[src/core/scratch_regs_pkg.sv]
package scratch_regs_pkg;

    // register geometry and placement
    localparam int          DATA_W       = 8;
    localparam int          ADDR_W       = 6;
    localparam int          NUM_SCRATCH  = 3;
    localparam logic [7:0]  SCRATCH_RST  = 8'h00;
    localparam logic [5:0]  BIT_OP_TOP   = 6'h1F;
    localparam logic [5:0]  ADDR_SCR0    = 6'h1E;
    localparam logic [5:0]  ADDR_SCR1    = 6'h2A;
    localparam logic [5:0]  ADDR_SCR2    = 6'h2B;
    localparam logic [5:0]  ADDR_FLAGS   = 6'h1D;
    localparam logic [7:0]  FLAGS_RST    = 8'h00;

    // operation codes from the core
    typedef enum logic [2:0] {
        OP_NONE            = 3'h0,
        OP_WRITE           = 3'h1,
        OP_READ            = 3'h2,
        set_single_bit_op  = 3'h3,
        clear_single_bit_op = 3'h4,
        skip_if_bit_one_op = 3'h5,
        skip_if_bit_zero_op = 3'h6
    } op_t;

endpackage : scratch_regs_pkg

[src/core/bit_op_if.sv]
`timescale 1ns/1ps
interface bit_op_if;
    logic [7:0] oldVal;
    logic [2:0] bitSel;
    logic       doSet;
    logic       doClr;
    logic [7:0] newVal;
    logic [7:0] wrMask;
    logic       bitVal;
    modport user (output oldVal, bitSel, doSet, doClr, input newVal, wrMask, bitVal);
    modport unit (input oldVal, bitSel, doSet, doClr, output newVal, wrMask, bitVal);
endinterface : bit_op_if

[src/core/bit_op_unit.sv]
`timescale 1ns/1ps
module bit_op_unit (
    // link to the register bank
    bit_op_if.unit bus
);
    // single-bit mask, value and picked bit
    always_comb begin
        bus.wrMask = 8'h01 << bus.bitSel;
        bus.bitVal = bus.oldVal[bus.bitSel];
        if (bus.doSet) begin
            bus.newVal = bus.oldVal | bus.wrMask;
        end else if (bus.doClr) begin
            bus.newVal = bus.oldVal & ~bus.wrMask;
        end else begin
            bus.newVal = bus.oldVal;
        end
    end
endmodule : bit_op_unit

[src/core/scratch_reg_bank.sv]
`timescale 1ns/1ps
// Contract
// - writing one to a status flag clears it; writing zero leaves it
// - single-bit set or clear changes only the addressed bit
// - bit operations only at addresses 0x00 through 0x1F
// - three independently addressable scratch registers
// - scratch registers hold the last written value, hardware never alters them
// - the one low scratch register (0x1E) supports set, clear and both skip tests
module scratch_reg_bank
    import scratch_regs_pkg::*;
(
    // clock and reset
    input  wire logic              clk,
    input  wire logic              rst_n,
    // core access port
    input  wire logic              reqValid,
    input  wire op_t               reqOp,
    input  wire logic [ADDR_W-1:0] reqAddr,
    input  wire logic [DATA_W-1:0] reqWdata,
    input  wire logic [2:0]        reqBit,
    // read data and test answer
    output logic [DATA_W-1:0]      rdData,
    output logic                   rdValid,
    output logic                   skipTaken,
    output logic                   skipValid,
    // hardware events setting status flags
    input  wire logic [DATA_W-1:0] flagEvents,
    output logic [DATA_W-1:0]      flagsOut
);

    // stored bytes and their next values
    logic [DATA_W-1:0] scratch_q [NUM_SCRATCH];
    logic [DATA_W-1:0] scratch_d [NUM_SCRATCH];
    // status flags and their next value
    logic [DATA_W-1:0] flags_q;
    logic [DATA_W-1:0] flags_d;
    // read answer
    logic [DATA_W-1:0] rdData_q;
    logic [DATA_W-1:0] rdData_d;
    logic              rdValid_q;
    logic              rdValid_d;
    // test answer
    logic              skipTaken_q;
    logic              skipTaken_d;
    logic              skipValid_q;
    logic              skipValid_d;
    // decoded request
    logic [DATA_W-1:0] selVal;
    logic [1:0]        selSlot;
    logic              flagHit;
    logic              hit;
    logic              bitAddrOk;
    logic              isBitOp;
    logic              isSkip;
    logic              doWrite;
    logic              doRead;

    // slot index meaning no scratch register
    localparam logic [1:0] NO_SLOT = 2'h3;

    bit_op_if bop ();

    bit_op_unit u_bit_op (
        .bus (bop.unit)
    );

    // map an address to a scratch slot index, NUM_SCRATCH when none
    function automatic logic [1:0] slotOf(input logic [ADDR_W-1:0] a);
        logic [1:0] s;
        s = 2'h3;
        if (a == ADDR_SCR0) s = 2'h0;
        if (a == ADDR_SCR1) s = 2'h1;
        if (a == ADDR_SCR2) s = 2'h2;
        return s;
    endfunction : slotOf

    // true for the two single-bit modify operations
    function automatic logic isModifyOp(input op_t o);
        return (o == set_single_bit_op) || (o == clear_single_bit_op);
    endfunction : isModifyOp

    // true for the two bit test operations
    function automatic logic isTestOp(input op_t o);
        return (o == skip_if_bit_one_op) || (o == skip_if_bit_zero_op);
    endfunction : isTestOp

    // outcome of a skip test on the picked bit
    function automatic logic testHolds(input op_t o, input logic b);
        logic r;
        r = 1'b0;
        if (o == skip_if_bit_one_op) r = b;
        if (o == skip_if_bit_zero_op) r = !b;
        return r;
    endfunction : testHolds

    // addressed register contents
    always_comb begin
        selSlot = slotOf(reqAddr);
        flagHit = (reqAddr == ADDR_FLAGS);
        selVal  = 8'h00;
        hit     = 1'b1;
        if (flagHit) begin
            selVal = flags_q;
        end else if (selSlot != NO_SLOT) begin
            selVal = scratch_q[selSlot];
        end else begin
            // unmapped addresses read as zero
            hit = 1'b0;
        end
    end

    // operation class, bit access only in the low range
    always_comb begin
        bitAddrOk = (reqAddr <= BIT_OP_TOP);
        isBitOp   = reqValid && bitAddrOk && isModifyOp(reqOp);
        isSkip    = reqValid && bitAddrOk && isTestOp(reqOp);
        doWrite   = reqValid && hit && (reqOp == OP_WRITE);
        doRead    = reqValid && (reqOp == OP_READ);
    end

    // feed the bit helper
    always_comb begin
        bop.oldVal = selVal;
        bop.bitSel = reqBit;
        bop.doSet  = (reqOp == set_single_bit_op);
        bop.doClr  = (reqOp == clear_single_bit_op);
    end

    // one storage byte per slot, software is its only writer
    for (genvar g = 0; g < NUM_SCRATCH; g++) begin : g_slot
        // next value: write, bit modify or hold
        always_comb begin
            scratch_d[g] = scratch_q[g];
            if (doWrite && selSlot == 2'(g)) begin
                scratch_d[g] = reqWdata;
            end else if (isBitOp && selSlot == 2'(g)) begin
                scratch_d[g] = bop.newVal;
            end
        end

        // storage byte, zero at reset
        always_ff @(posedge clk or negedge rst_n) begin
            if (!rst_n) begin
                scratch_q[g] <= SCRATCH_RST;
            end else begin
                scratch_q[g] <= scratch_d[g];
            end
        end
    end : g_slot

    // status flags: events set, written ones clear, set wins
    always_comb begin
        flags_d = flags_q | flagEvents;
        if (doWrite && flagHit) begin
            // a written zero leaves its flag alone
            flags_d = (flags_q & ~reqWdata) | flagEvents;
        end else if (isBitOp && flagHit) begin
            // only the addressed bit is written; a one there clears it
            flags_d = (flags_q & ~(bop.wrMask & bop.newVal)) | flagEvents;
        end
    end

    // status flag register
    always_ff @(posedge clk or negedge rst_n) begin
        if (!rst_n) begin
            flags_q <= FLAGS_RST;
        end else begin
            flags_q <= flags_d;
        end
    end

    // read answer, data held until the next read
    always_comb begin
        rdData_d  = rdData_q;
        rdValid_d = 1'b0;
        if (doRead) begin
            rdData_d  = selVal;
            rdValid_d = 1'b1;
        end
    end

    // read answer registers
    always_ff @(posedge clk or negedge rst_n) begin
        if (!rst_n) begin
            rdData_q  <= 8'h00;
            rdValid_q <= 1'b0;
        end else begin
            rdData_q  <= rdData_d;
            rdValid_q <= rdValid_d;
        end
    end

    // skip answer, only for low addresses
    always_comb begin
        skipValid_d = 1'b0;
        skipTaken_d = 1'b0;
        if (isSkip) begin
            skipValid_d = 1'b1;
            skipTaken_d = hit && testHolds(reqOp, bop.bitVal);
        end
    end

    // skip answer registers
    always_ff @(posedge clk or negedge rst_n) begin
        if (!rst_n) begin
            skipTaken_q <= 1'b0;
            skipValid_q <= 1'b0;
        end else begin
            skipTaken_q <= skipTaken_d;
            skipValid_q <= skipValid_d;
        end
    end

    // outputs straight from the registers
    assign rdData    = rdData_q;
    assign rdValid   = rdValid_q;
    assign skipTaken = skipTaken_q;
    assign skipValid = skipValid_q;
    assign flagsOut  = flags_q;

endmodule : scratch_reg_bank

[config.mk]
export PLATFORM = sky130hd
export DESIGN_NAME = scratch_reg_bank
export DESIGN_NICKNAME = d
export VERILOG_FILES = /design/src/core/scratch_regs_pkg.sv /design/src/core/bit_op_if.sv /design/src/core/bit_op_unit.sv /design/src/core/scratch_reg_bank.sv
export SDC_FILE = /design/constraint.sdc
export NUM_CORES = 1
export LEC_CHECK = 0
export ABC_AREA = 0
export ABC_CLOCK_PERIOD_IN_PS = 4600
export BUFFER_PORTS_ARGS = -buffer_cell sky130_fd_sc_hd__buf_2
export CAP_MARGIN = 5
export CELL_PAD_IN_SITES_DETAIL_PLACEMENT = 2
export CELL_PAD_IN_SITES_GLOBAL_PLACEMENT = 2
export CORE_UTILIZATION = 37
export DETAILED_ROUTE_END_ITERATION = 12
export PLACE_DENSITY = 0.82
export RECOVER_POWER = 100
export SETUP_SLACK_MARGIN = 0.15
export SYNTH_ARGS = -nofsm -noshare
export SYNTH_HDL_FRONTEND = slang
export SYNTH_SLANG_ARGS = --single-unit
[constraint.sdc]
create_clock -name clk -period 4.6 [get_ports clk]
set_input_delay 1.38 -clock clk [delete_from_list [all_inputs] [get_ports clk]]
set_output_delay 1.38 -clock clk [all_outputs]
set_load 0.01 [all_outputs]
==> flow_summary_export.csv <==
group,metric,value,unit
logic_synthesis,ys_ff_latch,43,
clocking,cts_sinks,43,
pwr,p_total,0.8312,mW
status,status,"finished with violations",
drt,vias_per_cell,5.992,
timing,rsz0062_at_grt,"no",
critical_path,arrival,4.04,ns
logic_synthesis,synthXorXnorAreaFrac,0.3479,%
grt,antenna_found_initial,0,
place,placed_area,2780,um2
final_layout,drive_gt1_share,21.36,%
timing,setup_tns,0,ns
grt,grt_max_degree,44,
critical_path,critPathCaptureType,"register",
logic_synthesis,synthAdderAreaFrac,0,%
final_layout,antenna_cells,0,
clocking,tritoncts,"built",
logic_synthesis,synth_top_family_by_area,"simple AND/OR/NAND/NOR gates",
drt,wirelength,8110,um
drt,drc,6,
logic_synthesis,yosysUniqueCellTypes,52,
grt,grt_pass1_wl,13240,um
place,dpl.hpwl,6119,um
timing,max_freq,260.3,MHz
die,die_x,84.49,um
flow_run,cap_violations,1,
critical_path,critPathLaunchType,"input pin",
grt,grt_overflow,0,
drt,dr.pass1.iters,8,
clocking,clk_latency,0.30,ns
place,port_buffers,49,
die,core_region_area,6459,um2
critical_path,crit_required,4.80,ns
place,gp_congestion,0.7935,
clocking,cts_buffers,5,
clocking,cts_setup_buffers,0,
clocking,cts_hold_buf,0,
drt,detail_route.iter0.violations,114,
timing,hold_violations,0,
grt,grt.total_usage,24.11,%
clocking,cts_max_level,2,
drt,num_vias,2229,
logic_synthesis,synth-simple-area-share,21.62,%
timing,period_share,83.50,%
timing,slew_viol_final,44,
logic_synthesis,synth_top_area_share,42.74,%
final_layout,finish.utilization,44.23,%
final_layout,nets,325,
drt,wl_per_cell,21.80,um
logic_synthesis,ys_async_sr_fraction,100.0,%
place,pre_cts_ws,1.056,ns
clocking,clk_pin_slew,0.09,ns
logic_synthesis,synth_area_per_cell,10.03,um2
timing,layout_setup_ws,0.7590,ns
logic_synthesis,synth_fp_nets,282,
final_layout,fin_area,2856,um2
die,start_util,38.98,%
logic_synthesis,synth_mux_area_share,10.34,%
status,violations,"design-rule violations, max-capacitance violations, max-slew violations",
logic_synthesis,synth-edff-count,0,
pwr,leakagePower,1.182,nW
critical_path,critPathMaxFanout,20,
logic_synthesis,synth_top_cell_by_area,"dfrtp_1",
pwr,p_per_area,291.0,nW/um2
logic_synthesis,yosysWarnings,0,
timing,setup_violations,0,
timing,min_period,3.841,ns
min_path,hold_path_class,"reg2reg",
logic_synthesis,synth_area,2517,um2
logic_synthesis,syn_inst,251,
die,ios,50,
logic_synthesis,synth.most_common_cell,"dfrtp_1",
logic_synthesis,synthFlopType,"dfrtp_1",
die,fp.dieH,84.49,um
logic_synthesis,synth_area_leaders,"dfrtp_1 (43%), mux2_2 (7.2%), a21oi_1 (3.4%)",
die,num_rows,29,
pwr,ir_drop,0.1294,mV
die,dieArea,7138,um2
timing,finalClockSkew,0.004596,ns
critical_path,criticalPathCategory,"in2reg",
final_layout,synthToLayoutAreaGrowth,13.47,%
final_layout,fillCellCount,729,
clocking,clk_path_buf_depth,2,
logic_synthesis,yosysSeqAreaShare,42.74,%
logic_synthesis,synth_common_cells,"dfrtp_1 (43), nand2_1 (20), nor2_1 (20)",
logic_synthesis,synth_compound_area_share,20.97,%
clocking,postCtsResizedCells,0,
grt,grt_pass1_vias,2399,
timing,worst_slew_pin_slew,2.363,ns
timing,max_slew_margin,-57.56,%
clocking,cts-root-buf,"clkbuf_8",
drt,ant_nets,0,
==> power breakdown <==
group	leakage, nW	internal [mW]	total, mW	switching (mW)
Combinational	0.578	0.0381	0.110	0.0722
Clock	0.0618	0.179	0.322	0.143
Sequential	0.542	0.393	0.399	0.00679
==> per-layer routing <==
metal	track usage, %	vias up	wire (um)
met5	0	-	0
met4	6.626	0	123
met2	39.62	60	3832
met1	33.02	1120	3869
li1	-	1038	-
met3	3.933	11	286
==> layout by cell type (no fill, tap or decap), types with 2 or more instances in the layout <==
cell type,netlist,layout
nor2_2,3,3
a22oi_1,9,9
clkbuf_1,6,24
nor2b_1,1,2
nand3b_1,10,10
and4b_1,2,2
nand3_1,3,4
nand2b_1,2,2
mux2i_1,8,8
a2bb2oi_1,4,4
clkbuf_8,0,6
a21oi_1,17,17
a31oi_1,6,6
buf_2,2,26
a21o_1,6,6
and3b_1,4,4
o22ai_1,5,5
o22a_1,4,4
nor2_1,20,20
o31ai_1,7,8
nor4bb_1,3,2
or3_1,2,2
nor3b_1,2,2
nor4_1,2,2
o21ai_0,5,5
mux2_2,16,16
a211oi_1,6,6
or3b_2,2,2
dfrtp_1,43,43
inv_1,2,2
nor3_1,4,4
nand2_1,20,20
==> critical path: stages <==
cell and delay (ns):
clkbuf_1 0.82, nor2b_1 0.46, and4b_1 0.35, o21ai_4 0.16, a211o_1 0.50, o31ai_1 0.35
==> stage by stage <==
stage,hold WS (ns),std cells
2_1_floorplan,0.4481,251
3_3_place_gp,0.4639,364
3_5_place_dp,0.4850,364
4_1_cts,0.5050,372
5_1_grt,0.5300,372
6_report,0.5015,372
==> registers in the layout, indices dropped and copies added, names as in the netlist <==
signal	flops
flagsOut	8
rdData	8
rdValid	1
scratch_q	24
skipTaken	1
skipValid	1
==> final timing paths <==
kind                                            from                        end  cells after the start  slack, ns
hold / removal             scratch_q[16]$_DFFE_PN0P_  scratch_q[16]$_DFFE_PN0P_                      2       0.50
min in group asynchronous                      rst_n        skipValid$_DFF_PN0_                      1       1.77
max in group asynchronous                      rst_n  scratch_q[18]$_DFFE_PN0P_                      1       1.46
hold reg to reg            scratch_q[16]$_DFFE_PN0P_  scratch_q[16]$_DFFE_PN0P_                      2       0.50
setup reg to reg               flagsOut[3]$_DFF_PN0_        skipTaken$_DFF_PN0_                      6       2.68
setup / recovery                          reqAddr[0]  scratch_q[23]$_DFFE_PN0P_                      6       0.76
==> layout make-up <==
| cell class | count | area [um2] | area share, % |
|---|---|---|---|
| Inverter | 2 | 7.507 | 0.2628 |
| Tap cell | 77 | 96.34 | 3.373 |
| Sequential cell | 43 | 1076 | 37.67 |
| Multi-Input combinational cell | 192 | 1335 | 46.74 |
| Clock buffer | 6 | 82.58 | 2.891 |
| Clock inverter | 2 | 38.79 | 1.358 |
| Timing Repair Buffer | 50 | 220.2 | 7.709 |
==> kinds of logic (layout without fill, tap and decap cells) <==
family          count (synthesis)  count (layout)
simple gates                   91              91
buf+inv                        16              60
xor+xnor                        1               1
flops                          43              43
compound gates                 76              76
mux                            24              24
(Power assumes the default switching activity.)
